<file path="config.mk">
export PLATFORM = sky130hd
export DESIGN_NAME = adc_resolution_mode_control
export DESIGN_NICKNAME = d
export VERILOG_FILES = /design/src/pkg/adc_mode_pkg.sv /design/src/rtl/rate_divider.sv /design/src/rtl/adc_resolution_mode_control.sv
export SDC_FILE = /design/constraint.sdc
export NUM_CORES = 1
export LEC_CHECK = 0
export BUFFER_PORTS_ARGS = -buffer_cell sky130_fd_sc_hd__buf_2
export CAP_MARGIN = 20
export CORE_ASPECT_RATIO = 0.5
export CORE_MARGIN = 4
export CORE_UTILIZATION = 54
export CTS_BUF_LIST = sky130_fd_sc_hd__clkbuf_4
export DETAILED_ROUTE_END_ITERATION = 10
export PLACE_DENSITY = 0.83
export SETUP_SLACK_MARGIN = 0.15
export SLEW_MARGIN = 5
export SYNTH_ARGS = -nofsm -noshare
export SYNTH_HDL_FRONTEND = slang
export SYNTH_SLANG_ARGS = --single-unit
</file>
<file path="constraint.sdc">
create_clock -name clk -period 5.7 [get_ports clk]
set_clock_uncertainty 0.1 [all_clocks]
set_input_delay 1.14 -clock clk [delete_from_list [all_inputs] [get_ports clk]]
set_output_delay 1.14 -clock clk [all_outputs]
set_load 0.01 [all_outputs]
</file>
<file path="src/pkg/adc_mode_pkg.sv">
package adc_mode_pkg;

    // register offsets on the byte-wide register port
    localparam logic [7:0] CONFIG_OFFSET      = 8'h00;
    localparam logic [7:0] ACCUM_OFFSET       = 8'h01;
    localparam logic [7:0] TRACKING_OFFSET    = 8'h02;
    localparam logic [7:0] CONTROL_OFFSET     = 8'h03;
    localparam logic [7:0] RESULT_HIGH_OFFSET = 8'h04;
    localparam logic [7:0] RESULT_LOW_OFFSET  = 8'h05;
    localparam logic [7:0] STATUS_OFFSET      = 8'h06;

    // converter_config_reg fields
    localparam int GAIN_BIT  = 0;
    localparam int EIGHT_BIT = 1;
    // accumulator_config_reg fields
    localparam int TWELVE_BIT    = 0;
    localparam int BURST_BIT     = 1;
    localparam int REPEAT_LSB    = 2;
    localparam int REPEAT_W      = 3;
    // tracking_config_reg field
    localparam int SAMPLE_SEL_BIT = 0;
    // control register field
    localparam int START_BIT = 0;
    // status register fields
    localparam int BUSY_BIT = 0;
    localparam int DONE_BIT = 1;

    localparam logic [7:0] RESET_BYTE = 8'h00;

    // converter geometry
    localparam int CODE_W      = 10;
    localparam int ACC_W       = 16;
    localparam int CNT_W       = 7;
    localparam int EIGHT_LAST  = 2;
    localparam int SETS_OF     = 4;
    localparam logic [CODE_W-1:0] CODE_MSB = 10'h200;

    // timing
    localparam int CLK_PERIOD_NS = 10;
    localparam int TRACK_TIME_NS = 300;
    localparam int TRACK_CYCLES  = (TRACK_TIME_NS + CLK_PERIOD_NS - 1) / CLK_PERIOD_NS;
    localparam int SAR_DIV       = 4;

    typedef enum logic [2:0] {
        ST_IDLE    = 3'b000,
        ST_TRACK   = 3'b001,
        ST_CONVERT = 3'b011,
        ST_ACCUM   = 3'b010
    } conv_state_t;

endpackage

</file>
<file path="src/rtl/rate_divider.sv">
`timescale 1ns/1ps
module rate_divider #(
    parameter int DIV = 4
) (
    input  wire logic clk,
    input  wire logic resetn,
    output logic      tick
);
    localparam int CW = (DIV > 1) ? $clog2(DIV) : 1;
    localparam logic [CW-1:0] LAST = CW'(DIV - 1);

    initial begin
        if (DIV < 2) begin
            $error("rate_divider needs DIV of at least 2");
        end
    end

    logic [CW-1:0] count;

    always_ff @(posedge clk or negedge resetn) begin
        if (!resetn) begin
            count <= '0;
            tick  <= 1'b0;
        end else begin
            tick  <= (count == LAST);
            count <= (count == LAST) ? '0 : count + CW'(1);
        end
    end
endmodule // rate_divider

</file>
<file path="src/rtl/adc_resolution_mode_control.sv">
`timescale 1ns/1ps
module adc_resolution_mode_control #(
    parameter int TRACK_CYC = adc_mode_pkg::TRACK_CYCLES,
    parameter int SAR_DIV   = adc_mode_pkg::SAR_DIV
) (
    input  wire logic                              clk,
    input  wire logic                              resetn,
    input  wire logic [7:0]                        addr,
    input  wire logic [7:0]                        wdata,
    input  wire logic                              wr,
    input  wire logic                              rd,
    output logic      [7:0]                        rdata,
    input  wire logic                              start_pin,
    input  wire logic                              start_timer,
    input  wire logic                              comp_in,
    output logic      [adc_mode_pkg::CODE_W-1:0]   dac_code,
    output logic      [1:0]                        dac_rotation,
    output logic      [1:0]                        ref_select,
    output logic                                   track_en,
    output logic                                   gain_half,
    output logic                                   busy
);
    localparam int TW = 8;

    initial begin
        // a start must show at least two tracking cycles on track_en
        if (TRACK_CYC < 2 || TRACK_CYC > 255) begin
            $error("TRACK_CYC must lie in 2..255");
        end
        if (SAR_DIV < 2) begin
            $error("SAR_DIV must be at least 2");
        end
    end

    typedef struct packed {
        adc_mode_pkg::conv_state_t          st;
        logic                               gain;
        logic                               eight;
        logic                               twelve;
        logic                               burst;
        logic [adc_mode_pkg::REPEAT_W-1:0]  rpt;
        logic                               smpl;
        logic [adc_mode_pkg::ACC_W-1:0]     acc;
        logic [adc_mode_pkg::ACC_W-1:0]     result;
        logic                               res_eight;
        logic [adc_mode_pkg::CODE_W-1:0]    code;
        logic [3:0]                         bitn;
        logic                               phase;
        logic [adc_mode_pkg::CNT_W-1:0]     conv_cnt;
        logic [adc_mode_pkg::CNT_W-1:0]     total;
        logic                               set_eight;
        logic                               set_twelve;
        logic                               set_hold;
        logic [TW-1:0]                      trk_cnt;
        logic [7:0]                         rdata;
        logic                               done;
        logic [1:0]                         comp_sync;
        logic [1:0]                         pin_sync;
        logic                               pin_prev;
    } state_t;

    state_t s;
    state_t next_s;
    logic   sar_tick;

    rate_divider #(
        .DIV (SAR_DIV)
    ) u_sar_rate (
        .clk    (clk),
        .resetn (resetn),
        .tick   (sar_tick)
    );

    // conversions per set from the repeat code: 0 means one, k means 2 << k, capped at 64
    // power-of-two counts, so every count from four up is a multiple of four
    function automatic logic [adc_mode_pkg::CNT_W-1:0] repeat_total(
        input logic [adc_mode_pkg::REPEAT_W-1:0] code
    );
        logic [adc_mode_pkg::CNT_W-1:0] v;
        v = 7'h01;
        if (code >= 3'h6) begin
            v = 7'h40;
        end else if (code != 3'h0) begin
            v = 7'h02 << code;
        end
        return v;
    endfunction

    logic                            sw_start;
    logic                            pin_edge;
    logic                            go;
    logic [adc_mode_pkg::CNT_W-1:0]  cfg_total;
    logic                            cfg_twelve;
    logic                            last_conv;
    logic                            cmp_high;

    assign sw_start = wr && (addr == adc_mode_pkg::CONTROL_OFFSET)
                      && wdata[adc_mode_pkg::START_BIT];
    assign pin_edge = s.pin_sync[1] && !s.pin_prev;
    assign go        = sw_start || pin_edge || start_timer;
    assign cfg_total = s.eight ? 7'h01 : (s.burst ? repeat_total(s.rpt) : 7'h01);
    // twelve-bit only with burst and four or more
    assign cfg_twelve = s.twelve && s.burst && !s.eight && (cfg_total >= 7'(adc_mode_pkg::SETS_OF));
    assign last_conv  = (s.conv_cnt + 7'h01) == s.total;
    assign cmp_high   = s.comp_sync[1];

    always_comb begin
        next_s = s;
        next_s.done      = 1'b0;
        next_s.comp_sync = {s.comp_sync[0], comp_in};
        next_s.pin_sync  = {s.pin_sync[0], start_pin};
        next_s.pin_prev  = s.pin_sync[1];

        if (wr) begin
            unique case (addr)
                adc_mode_pkg::CONFIG_OFFSET: begin
                    next_s.gain  = wdata[adc_mode_pkg::GAIN_BIT];
                    next_s.eight = wdata[adc_mode_pkg::EIGHT_BIT];
                end
                adc_mode_pkg::ACCUM_OFFSET: begin
                    next_s.twelve = wdata[adc_mode_pkg::TWELVE_BIT];
                    next_s.burst  = wdata[adc_mode_pkg::BURST_BIT];
                    next_s.rpt    = wdata[adc_mode_pkg::REPEAT_LSB +: adc_mode_pkg::REPEAT_W];
                end
                adc_mode_pkg::TRACKING_OFFSET: begin
                    next_s.smpl = wdata[adc_mode_pkg::SAMPLE_SEL_BIT];
                end
                default: begin
                end
            endcase
        end

        next_s.rdata = adc_mode_pkg::RESET_BYTE;
        if (rd) begin
            unique case (addr)
                adc_mode_pkg::CONFIG_OFFSET: begin
                    next_s.rdata[adc_mode_pkg::GAIN_BIT]  = s.gain;
                    next_s.rdata[adc_mode_pkg::EIGHT_BIT] = s.eight;
                end
                adc_mode_pkg::ACCUM_OFFSET: begin
                    next_s.rdata[adc_mode_pkg::TWELVE_BIT] = s.twelve;
                    next_s.rdata[adc_mode_pkg::BURST_BIT]  = s.burst;
                    next_s.rdata[adc_mode_pkg::REPEAT_LSB +: adc_mode_pkg::REPEAT_W] = s.rpt;
                end
                adc_mode_pkg::TRACKING_OFFSET: begin
                    next_s.rdata[adc_mode_pkg::SAMPLE_SEL_BIT] = s.smpl;
                end
                adc_mode_pkg::RESULT_HIGH_OFFSET: begin
                    next_s.rdata = s.res_eight ? s.result[9:2] : s.result[15:8];
                end
                adc_mode_pkg::RESULT_LOW_OFFSET: begin
                    // low byte zero in eight-bit mode
                    next_s.rdata = s.res_eight ? adc_mode_pkg::RESET_BYTE : s.result[7:0];
                end
                adc_mode_pkg::STATUS_OFFSET: begin
                    next_s.rdata[adc_mode_pkg::BUSY_BIT] = (s.st != adc_mode_pkg::ST_IDLE);
                    next_s.rdata[adc_mode_pkg::DONE_BIT] = s.done;
                end
                default: begin
                end
            endcase
        end

        unique case (s.st)
            adc_mode_pkg::ST_IDLE: begin
                if (go) begin
                    next_s.acc        = '0;
                    next_s.conv_cnt   = '0;
                    next_s.total      = cfg_total;
                    next_s.set_eight  = s.eight;
                    next_s.set_twelve = cfg_twelve;
                    next_s.set_hold   = s.smpl && cfg_twelve;
                    next_s.trk_cnt    = '0;
                    next_s.st         = adc_mode_pkg::ST_TRACK;
                end
            end
            adc_mode_pkg::ST_TRACK: begin
                next_s.trk_cnt = s.trk_cnt + TW'(1);
                if (s.trk_cnt == TW'(TRACK_CYC - 1)) begin
                    next_s.code  = adc_mode_pkg::CODE_MSB;
                    next_s.bitn  = 4'(adc_mode_pkg::CODE_W - 1);
                    next_s.phase = 1'b0;
                    next_s.st    = adc_mode_pkg::ST_CONVERT;
                end
            end
            adc_mode_pkg::ST_CONVERT: begin
                if (sar_tick) begin
                    // phase 0 lets the comparator settle on the trial code
                    next_s.phase = !s.phase;
                    if (s.phase) begin
                        if (!cmp_high) begin
                            next_s.code[s.bitn] = 1'b0;
                        end
                        if (s.bitn == (s.set_eight ? 4'(adc_mode_pkg::EIGHT_LAST) : 4'h0)) begin
                            next_s.st = adc_mode_pkg::ST_ACCUM;
                        end else begin
                            next_s.code[s.bitn - 4'h1] = 1'b1;
                            next_s.bitn = s.bitn - 4'h1;
                        end
                    end
                end
            end
            adc_mode_pkg::ST_ACCUM: begin
                // plain sum without saturation, four full codes peak at 4092
                next_s.acc      = s.acc + adc_mode_pkg::ACC_W'(s.code);
                next_s.conv_cnt = s.conv_cnt + 7'h01;
                next_s.trk_cnt  = '0;
                next_s.code     = adc_mode_pkg::CODE_MSB;
                next_s.bitn     = 4'(adc_mode_pkg::CODE_W - 1);
                next_s.phase    = 1'b0;
                if (last_conv) begin
                    // result only after the last conversion
                    next_s.result    = s.acc + adc_mode_pkg::ACC_W'(s.code);
                    next_s.res_eight = s.set_eight;
                    next_s.done      = 1'b1;
                    next_s.st        = adc_mode_pkg::ST_IDLE;
                end else if (s.set_hold) begin
                    next_s.st = adc_mode_pkg::ST_CONVERT;
                end else begin
                    next_s.st = adc_mode_pkg::ST_TRACK;
                end
            end
            default: begin
                next_s.st = adc_mode_pkg::ST_IDLE;
            end
        endcase
    end

    always_ff @(posedge clk or negedge resetn) begin
        if (!resetn) begin
            s <= '0;
        end else begin
            s <= next_s;
        end
    end

    assign rdata    = s.rdata;
    assign dac_code = s.code;
    // rotate DAC elements per conversion of a twelve-bit set, held at 0 otherwise
    assign dac_rotation = s.set_twelve ? s.conv_cnt[1:0] : 2'h0;
    assign ref_select   = s.set_twelve ? s.conv_cnt[1:0] : 2'h0;
    assign track_en     = (s.st == adc_mode_pkg::ST_TRACK);
    assign gain_half    = s.gain;
    assign busy         = (s.st != adc_mode_pkg::ST_IDLE);

    a_gain_follows_write: assert property (
        @(posedge clk) disable iff (!resetn)
        wr && addr == adc_mode_pkg::CONFIG_OFFSET
        |=> gain_half == $past(wdata[adc_mode_pkg::GAIN_BIT]))
        else $error("gain output does not follow the configuration write");

    a_eight_lsb_zero: assert property (
        @(posedge clk) disable iff (!resetn)
        s.st == adc_mode_pkg::ST_ACCUM && s.set_eight |-> s.code[1:0] == 2'b00)
        else $error("eight-bit conversion resolved a low bit");

    a_low_byte_zero: assert property (
        @(posedge clk) disable iff (!resetn)
        rd && addr == adc_mode_pkg::RESULT_LOW_OFFSET && s.res_eight |=> rdata == 8'h00)
        else $error("low result byte not zero in eight-bit mode");

    a_ref_steps_up: assert property (
        @(posedge clk) disable iff (!resetn)
        s.st == adc_mode_pkg::ST_ACCUM && s.set_twelve && !last_conv
        |=> ref_select == $past(ref_select) + 2'h1)
        else $error("reference did not advance between conversions");

    a_rotation_per_conv: assert property (
        @(posedge clk) disable iff (!resetn)
        s.st == adc_mode_pkg::ST_ACCUM && s.set_twelve && !last_conv
        |=> dac_rotation != $past(dac_rotation))
        else $error("DAC arrangement not changed for the next conversion");

    a_start_launches: assert property (
        @(posedge clk) disable iff (!resetn)
        s.st == adc_mode_pkg::ST_IDLE && (pin_edge || start_timer)
        |=> track_en ##1 track_en)
        else $error("start source did not launch a set");

    a_sum_bounded: assert property (
        @(posedge clk) disable iff (!resetn)
        17'(s.acc) <= 17'(s.conv_cnt) * 17'h0_3FF)
        else $error("accumulated sum exceeds conversions times full scale");

    a_hold_no_track: assert property (
        @(posedge clk) disable iff (!resetn)
        s.st == adc_mode_pkg::ST_ACCUM && s.set_hold && !last_conv
        |=> !track_en [*2])
        else $error("input tracked again while holding the sample");

    a_retrack_each: assert property (
        @(posedge clk) disable iff (!resetn)
        s.st == adc_mode_pkg::ST_ACCUM && !s.set_hold && !last_conv |=> track_en)
        else $error("input not tracked before the next conversion");

    a_acc_cleared: assert property (
        @(posedge clk) disable iff (!resetn)
        s.st == adc_mode_pkg::ST_IDLE && go |=> s.acc == '0 && s.conv_cnt == '0)
        else $error("accumulator not cleared at set start");

    a_set_multiple: assert property (
        @(posedge clk) disable iff (!resetn)
        s.st != adc_mode_pkg::ST_IDLE && s.set_twelve |-> s.total[1:0] == 2'b00)
        else $error("twelve-bit set length not a multiple of four");

    a_result_on_store: assert property (
        @(posedge clk) disable iff (!resetn)
        $changed(s.result)
        |-> $past(s.st) == adc_mode_pkg::ST_ACCUM && $past(last_conv))
        else $error("result changed outside the last accumulate step");

    a_twelve_needs_burst: assert property (
        @(posedge clk) disable iff (!resetn)
        s.st == adc_mode_pkg::ST_IDLE && go && s.twelve && !s.burst
        |=> !s.set_twelve)
        else $error("twelve-bit set started without burst mode");

    a_eight_single: assert property (
        @(posedge clk) disable iff (!resetn)
        s.st == adc_mode_pkg::ST_TRACK && s.set_eight |-> s.total == 7'h01)
        else $error("eight-bit set runs more than one conversion");

endmodule // adc_resolution_mode_control

</file>
==> results of run 1 <==
-- synthesized netlist by cell type (all sizes together) (14+ instances only) --
cell type and instances:
xnor2 15, a22o 15, o21ai 38, buf 30, nand3 14, inv 19
nand2 50, dfrtp 99, a21o 14, ha 23, nor2 36, mux2 26
a21oi 19, nor2b 14
-- sequential cells by signal, summed over array words and instances, names as in the netlist --
| signal | cells |
|---|---|
| next_s | 3 |
| u_sar_rate.count | 2 |
| cmp_high | 1 |
| u_sar_rate.tick | 1 |
| gain_half | 1 |
| rdata | 8 |
| dac_code | 10 |
| s | 73 |
-- final cells by class --
type                    instances  area [um2]  share of cell area (%)
flip-flops and latches         99        2480                    41.3
repair buffers                 45         230                    3.84
multi-input cells             405        2880                    48.0
clock buffers                  12        90.1                    1.50
inverters                      19        71.3                    1.19
clock inverters                 4        75.1                    1.25
well taps                     140         175                    2.92
-- worst paths after layout --
check | cells past startpoint | to | slack, ns | start
worst max-delay path | 7 | s[38] | 2.53 | addr[4]
worst min-delay path | 0 | next_s[0] | 0.27 | next_s[2]
worst max register to register | 8 | s[67] | 2.94 | dac_code[0]
worst min register to register | 0 | next_s[0] | 0.27 | next_s[2]
max in group asynchronous | 2 | s[14] | 3.83 | resetn
min in group asynchronous | 1 | rdata[0] | 0.58 | resetn
-- power breakdown --
part	internal, W	switching, W
combinational	0.000252	0.000409
sequential	0.000765	0.0000778
clock	0.000193	0.000224
-- critical path: cells and delay by family --
kind	cells	cell delay, ns
AOI/OAI and AO/OA	1	0.33
and+or+nand+nor	4	1.76
muxes	1	0.11
buffers and inverters	1	0.10
-- through the flow --
step | power, W | instance area [um2] | std cells | hold slack [ns] | worst slack (ns)
2_1_floorplan | 0.00137 | 5690 | 564 | 0.231 | 2.58
3_3_place_gp | 0.00149 | 5830 | 708 | 0.232 | 2.13
3_5_place_dp | 0.00151 | 5830 | 708 | 0.239 | 2.10
4_1_cts | 0.00193 | 5990 | 724 | 0.271 | 2.55
5_1_grt | 0.00206 | 5990 | 724 | 0.276 | 2.45
6_report | 0.00192 | 5990 | 724 | 0.267 | 2.53
-- logic make-up (layout without fill, tap and decap cells) --
family	count (synthesis)	after routing	synth area share (%)
mux	39	39	7.96
buf+inv	60	80	5.98
compound gates	147	147	18.3
simple gates	176	176	15.9
flops	99	99	43.5
xor+xnor	19	19	2.92
fa+ha+maj	24	24	5.41
-- metal layers --
| layer | share of wire (%) | up-vias | GRT usage, % |
|---|---|---|---|
| met5 | 0 | - | 0 |
| met4 | 1.0 | 0 | 4.36 |
| met3 | 6.0 | 16 | 5.76 |
| met2 | 44 | 113 | 31.1 |
| met1 | 49 | 2062 | 27.8 |
| li1 | - | 2041 | - |
==> impl_metrics.ini, run 1 <==
[status]
status = complete, no violations

[worst_setup_path]
path_class = primary input to flip-flop
critPathArrivalTime_ns = 3.44
slowest_stage = or4_4
cp_max_fo = 21
cp_slowest_stage_delay_ns = 0.55
end_kind = flip-flop
crit_chain = buf_2, or4_4, or3b_4, o211ai_4, and2_2, or2b_1, mux2i_1
cp-start-kind = primary input
cp.required_ns = 5.97

[sta]
max_slew_margin_pct = 38.8
worst_slew_pin_slew_ns = 0.918
fin_tns_setup_ns = 0
finalMaxSlewViolations = 0
finalSetupViolations = 0
rsz0062_at_grt = no
fin_crit_ns = 3.17
hold_viol = 0
finalCritPeriodShare_pct = 55.6
max_freq_ghz = 0.315

[placed_design]
io_buffers = 44
dpl.hpwl_mm = 8.55
gp_congestion = 0.892

[logic_synthesis]
async_flop_share_pct = 100
yosysUniqueCellTypes = 67
ys_seq_elements = 99
syn_inst = 564
ys_top_cells_by_area = dfrtp_1 44%, ha_1 5.1%, mux2_2 3.6%
synth_edf_count = 0
avgSynthCellArea_um2 = 10.1
synth_area_mm2 = 0.00569
syn_nets = 611
ys_seq_area_share_pct = 43.5
ys_warn_count = 0
synth_area_leader_cell = dfrtp_1
synth_top_cell_area_share_pct = 43.5
ys.flop_type = dfrtp_1

[clock_tree]
cts_hold_buf = 0
clock_path_buffers = 2
cts_tree = yes
postCtsResizedCells = 0
cts_root_buf = clkbuf_4
post_cts_buffers = 0
h-tree-depth = 3
clk_pin_slew_ns = 0.13
insertion_delay_ns = 0.45
cts.sinks = 99
cts_buffers = 9

[power_and_ir_drop]
power_density_mw_per_mm2 = 321
ir_drop_mv = 0.184
p_leak_nw = 2.91

[global_routing]
grt_pass1_wl_mm = 19.8
antenna_found_initial = 0
grtUsageTotal_pct = 19.9
grt_max_degree = 52
grt-ovfl-total = 0
grt_pass1_vias = 3991

[run]
drv_cap = 0

[detailed_routing]
dr.pass1.iters = 5
ant_nets = 0
drt_iter0_markers = 382
drt-vias-per-instance = 5.85
drc_errors = 0
num_vias = 4232
routed_wl_mm = 11.7
wl_per_cell_um = 16.1

[finish]
mostFrequentLayoutCells = 99 x dfrtp_1, 49 x nand2_1, 43 x buf_2
postLayoutCoreUtil_pct = 58.5
nets = 626
area.growth.synth_to_final_pct = 5.30
fillers = 862
drive_above_1_share_pct = 16.8
diodes = 0
layout_commonest_cell = dfrtp_1

[floorplan]
start_util_pct = 55.6
ios = 48
die_area_mm2 = 0.0123
chipWidth_um = 153
rows = 26
coreArea_mm2 = 0.0102
die_y_um = 80.6

[hold_path]
hp-class = flip-flop to flip-flop
No activity file was read; power rests on OpenSTA's default activity.
==> inputs of run 2 (changes only) <==
==> constraint.sdc (replaced) <==
create_clock -name clk -period 3.3 [get_ports clk]
set_clock_uncertainty 0.1 [all_clocks]
set_input_delay 0.66 -clock clk [delete_from_list [all_inputs] [get_ports clk]]
set_output_delay 0.66 -clock clk [all_outputs]
set_load 0.01 [all_outputs]
==> run 2 against run 1 <==
Net effect: largest cell class unchanged; global-route usage about the same; sequential share of layout area decreased by 0.095 points; register-to-register slack got worse by 2.5 ns; largest power group unchanged; critical path depth increased by 1; power increased by 73%; wire length increased by 1.3%; sequential power increased by 72%; highest routed layer unchanged; via count decreased by 0.26%; clock power increased by 68%; combinational power increased by 77%; cell area increased by 0.23%.
==> impl_metrics.ini, run 2 (synthesis results as in run 1) <==
[status]
status = complete, no violations

[power_and_ir_drop]
p_leak_nw = 2.92
ir_drop_mv = 0.245
power_density_mw_per_mm2 = 552

[finish]
layout_commonest_cell = dfrtp_1
mostFrequentLayoutCells = 99 x dfrtp_1, 49 x nand2_1, 43 x buf_2
fin_cells = 725
diodes = 0
drive_above_1_share_pct = 16.6
postLayoutCoreUtil_pct = 58.6
nets = 628
largest_register = s
largest_reg_flops = 73
area.growth.synth_to_final_pct = 5.54
design_area_mm2 = 0.00601

[worst_setup_path]
r2r_slack_ns = 0.45
end_kind = flip-flop
cp-start-kind = flip-flop
worstRegToRegCells = 8
worstReg2RegStart = dac_code[0]
cp_max_fo = 3
critPathArrivalTime_ns = 3.11
cp.required_ns = 3.56
path_class = flip-flop to flip-flop
reg2reg_to = s[67]

[floorplan]
start_util_pct = 55.6
die_area_mm2 = 0.0123
chipWidth_um = 153
rows = 26
die_y_um = 80.6
ios = 48
coreArea_mm2 = 0.0102

[global_routing]
grt_pass1_vias = 4044
grtUsageTotal_pct = 19.9
grt-ovfl-total = 0
use_met3_pct = 5.44
grt_busiest_layer = met2
antenna_found_initial = 0
gr-usage-met1_pct = 27.8
gr-usage-met2_pct = 31.4
grt_max_degree = 82
grt_pass1_wl_mm = 19.9

[detailed_routing]
drc_errors = 0
num_vias = 4221
drt-vias-per-instance = 5.82
routed_wl_mm = 11.8
ant_nets = 0
dr.pass1.iters = 5
drt_iter0_markers = 268
wl_per_cell_um = 16.3

[placed_design]
dpl.cell_count = 709
gp_congestion = 0.945
dpl.hpwl_mm = 8.50
dpl_cell_area_mm2 = 0.00585
io_buffers = 44

[sta]
worst_slew_pin_slew_ns = 0.917
hold_ws_ns = 0.186
max_slew_margin_pct = 38.9
hold_viol = 0
finalCritPeriodShare_pct = 86.4
finalMaxSlewViolations = 0
finalSetupViolations = 0
max_freq_ghz = 0.351
fin_tns_setup_ns = 0
fin_crit_ns = 2.85
rsz0062_at_grt = no

[run]
drv_cap = 0

[hold_path]
hp-class = primary input to flip-flop
hold_path_depth = 1
worstHoldEndpoint = next_s[2]
hold_start = start_pin

[clock_tree]
insertion_delay_ns = 0.47
cts.sinks = 99
cts_buffers = 9
post_cts_buffers = 0
cts_root_buf = clkbuf_4
cts_tree = yes
h-tree-depth = 3
clock_path_buffers = 2
clk_pin_slew_ns = 0.15
run 2: where the power goes:
group | internal (W) | switching, W
Combinational | 0.000444 | 0.000722
Sequential | 0.00132 | 0.000131
Clock | 0.000298 | 0.000402
run 2: critical path, cell delays in order (launching register included):
cell and delay, ns:
dfrtp_1 0.44, ha_1 0.25, fa_1 0.43, a211o_1 0.34
a21oi_1 0.27, a211oi_1 0.17, o211ai_1 0.33, xnor2_1 0.13
mux2_4 0.28
run 2: how the worst max path moves through the flow:
stage | start | end | cells after the start
6_report | dac_code[0] | s[67] | 8
5_1_grt | dac_code[0] | s[67] | 8
4_1_cts | dac_code[0] | s[67] | 8
3_5_place_dp | addr[4] | s[81] | 7
3_3_place_gp | addr[4] | s[81] | 7
2_1_floorplan | addr[4] | s[36] | 7
run 2: what timing repair did:
action                    4_1_cts  5_1_grt
resized for setup               0        0
hold buffers                    1        0
hold endpoints to repair       18        0
run 2: metrics by stage:
stage	setup WS (ns)	power (W)
2_1_floorplan	0.656	0.00236
3_3_place_gp	0.287	0.00258
3_5_place_dp	0.255	0.00262
4_1_cts	0.464	0.00333
5_1_grt	0.352	0.00355
6_report	0.450	0.00332
run 2: layout make-up:
| class | instances | area [um2] |
|---|---|---|
| Fill cell | 862 | 4240 |
| Multi-Input combinational cell | 405 | 2880 |
| Sequential cell | 99 | 2480 |
| Timing Repair Buffer | 47 | 260 |
| Tap cell | 140 | 175 |
| Clock inverter | 6 | 81.3 |
| Inverter | 19 | 71.3 |
| Clock buffer | 9 | 67.6 |
run 2: layer usage:
| layer | vias up | wire length [um] |
|---|---|---|
| met5 | - | 0 |
| met4 | 0 | 104 |
| met3 | 11 | 786 |
| met2 | 103 | 5290 |
| met1 | 2060 | 5630 |
| li1 | 2047 | - |
==> inputs of run 3 (changes only) <==
--- a/config.mk
+++ b/config.mk
@@ -5,7 +5,7 @@
 export SDC_FILE = /design/constraint.sdc
 export NUM_CORES = 1
 export LEC_CHECK = 0
-export BUFFER_PORTS_ARGS = -buffer_cell sky130_fd_sc_hd__buf_2
+export BUFFER_PORTS_ARGS = -buffer_cell sky130_fd_sc_hd__clkbuf_2
 export CAP_MARGIN = 20
 export CORE_ASPECT_RATIO = 0.5
 export CORE_MARGIN = 4
@@ -13,6 +13,7 @@
 export CTS_BUF_LIST = sky130_fd_sc_hd__clkbuf_4
 export DETAILED_ROUTE_END_ITERATION = 10
 export PLACE_DENSITY = 0.83
+export RECOVER_POWER = 100
 export SETUP_SLACK_MARGIN = 0.15
 export SLEW_MARGIN = 5
 export SYNTH_ARGS = -nofsm -noshare
==> run 3 against run 2 <==
Net effect: the flow now finishes with violations (capacitance limit, slew limit); largest cell class unchanged; cell area is 0.98% lower; maximum frequency is 4.0% lower; combinational power is 5% lower; final cell count is 0.55% higher; sequential cell count stayed put; die area stayed put; critical path type is now primary input to flip-flop; power is 1.0% lower; global-route usage is 0.24 points lower; critical endpoint is now s[81].
==> impl_metrics.ini, run 3 (synthesis results as in run 1) <==
[status]
violations = capacitance limit, slew limit
status = finished, violations left

[clock_tree]
cts_root_buf = clkbuf_4
h-tree-depth = 3
cts.sinks = 99
clk_pin_slew_ns = 0.15
post_cts_buffers = 0
cts_hold_buf = 0
cts_buffers = 9
postCtsResizedCells = 0
insertion_delay_ns = 0.46
cts_tree = yes
clock_path_buffers = 2

[sta]
finalCritPeriodShare_pct = 89.9
fin_tns_setup_ns = 0
rsz0062_at_grt = no
worst_slew_pin_slew_ns = 1.56
max_slew_margin_pct = -4.74
hold_ws_ns = 0.193
finalMaxSlewViolations = 22
hold_viol = 0
fin_ws_ns = 0.332
max_freq_ghz = 0.337
finalSetupViolations = 0
fin_crit_ns = 2.97

[floorplan]
ios = 48
start_util_pct = 55.6
chipWidth_um = 153
die_y_um = 80.6
die_area_mm2 = 0.0123
rows = 26
coreArea_mm2 = 0.0102

[worst_setup_path]
cp_max_fo = 21
worstRegToRegCells = 8
slowest_stage = or4_1
reg2reg_to = s[67]
end_kind = flip-flop
worstReg2RegStart = dac_code[0]
path_class = primary input to flip-flop
critPathArrivalTime_ns = 3.24
cp_slowest_stage_delay_ns = 0.58
cp.required_ns = 3.57
r2r_slack_ns = 0.54
crit_chain = clkbuf_2, or4_1, or3b_1, o211ai_4, o21ai_1, a21o_1, a21o_1
cp-start-kind = primary input
cp_common_cell = a21o_1

[global_routing]
grt-ovfl-total = 0
grt_max_degree = 53
grt_pass1_wl_mm = 19.7
grtUsageTotal_pct = 19.7
grt_pass1_vias = 4138
antenna_found_initial = 0

[detailed_routing]
dr.pass1.iters = 5
ant_nets = 0
drt_iter0_markers = 197
routed_wl_mm = 11.7
drt-vias-per-instance = 5.87
num_vias = 4277
wl_per_cell_um = 16.1
drc_errors = 0

[finish]
area.growth.synth_to_final_pct = 4.51
largest_reg_flops = 73
mostFrequentLayoutCells = 99 x dfrtp_1, 49 x nand2_1, 36 x nor2_1, 36 x o21ai_0, 24 x clkbuf_1
largest_register = s
fin_cells = 729
fillers = 881
nets = 630
layout_commonest_cell = dfrtp_1
drive_above_1_share_pct = 11.4

[placed_design]
dpl.hpwl_mm = 8.55
io_buffers = 44
dpl.cell_count = 712
gp_congestion = 0.957
pre_cts_slack_ns = 0.279

[hold_path]
hold_path_depth = 1
worstHoldEndpoint = next_s[2]
hp-class = primary input to flip-flop
hold_start = start_pin

[power_and_ir_drop]
fin_total_pwr_w = 0.00329
power_density_mw_per_mm2 = 552
switching_power_w = 0.00124
ir_drop_mv = 0.246
clock_power_share_pct = 21.9
p_leak_nw = 2.80
seqPwrFrac_pct = 44.2
p_sw_share_pct = 37.6
internal-power_w = 0.00205
power_frac_comb_pct = 33.8

[run]
drv_cap = 1
==> run 3: cell count changes in the layout (fill, tap and decap cells not counted), sizes merged <==
cell,previous run,this run
buf,46,3
dlygate4sd3,1,0
clkbuf,9,56
diode,0,1
==> run 3: worst max path at each step <==
stage	slack [ns]	to	from
after floorplan	0.66	s[36]	addr[4]
after global placement	0.31	s[81]	addr[4]
after detailed placement	0.28	s[81]	addr[4]
after CTS	0.57	s[67]	dac_code[0]
after global routing	0.22	s[81]	addr[4]
final	0.33	s[81]	addr[4]
==> run 3: worst max-delay path: cells and delay by family <==
kind / cells / cell delay (ns)
AO/OA/AOI/OAI: 4 / 1.40
AND/OR/NAND/NOR: 2 / 1.10
buffers and inverters: 1 / 0.08
==> run 3: final cells by class <==
cell class | instances | area (um2) | area share [%]
multi-input cells | 405 | 2840 | 47.7
flip-flops and latches | 99 | 2480 | 41.6
diodes | 1 | 2.50 | 0.0421
clock inverters | 6 | 90.1 | 1.51
inverters | 19 | 71.3 | 1.20
repair buffers | 49 | 223 | 3.74
clock buffers | 10 | 75.1 | 1.26
well taps | 140 | 175 | 2.94
==> run 3: power by group through the flow <==
stage / clock network [W] / registers (W) / logic [W]
after floorplan: 0 / 0.00142 / 0.000937
after global placement: 0 / 0.00147 / 0.00111
after detailed placement: 0 / 0.00147 / 0.00115
after CTS: 0.000743 / 0.00145 / 0.00116
after global routing: 0.000787 / 0.00147 / 0.00126
final: 0.000721 / 0.00145 / 0.00111
==> run 3: routing by layer <==
layer  wire length, um  up-vias  global-route usage (%)
met4               148        0                    6.58
met5                 0        -                       0
met2              5140      126                    31.2
li1                  -     2061                       -
met1              5560     2076                    26.1
met3               866       14                    5.92
==> run 3: metrics by stage <==
| step | util [%] | area (um2) |
|---|---|---|
| floorplan | - | 5690 |
| detailed placement | 57.3 | 5870 |
| global placement | 57.3 | 5870 |
| finish | 58.1 | 5950 |
| global route | 58.0 | 5950 |
| CTS | 58.9 | 6040 |
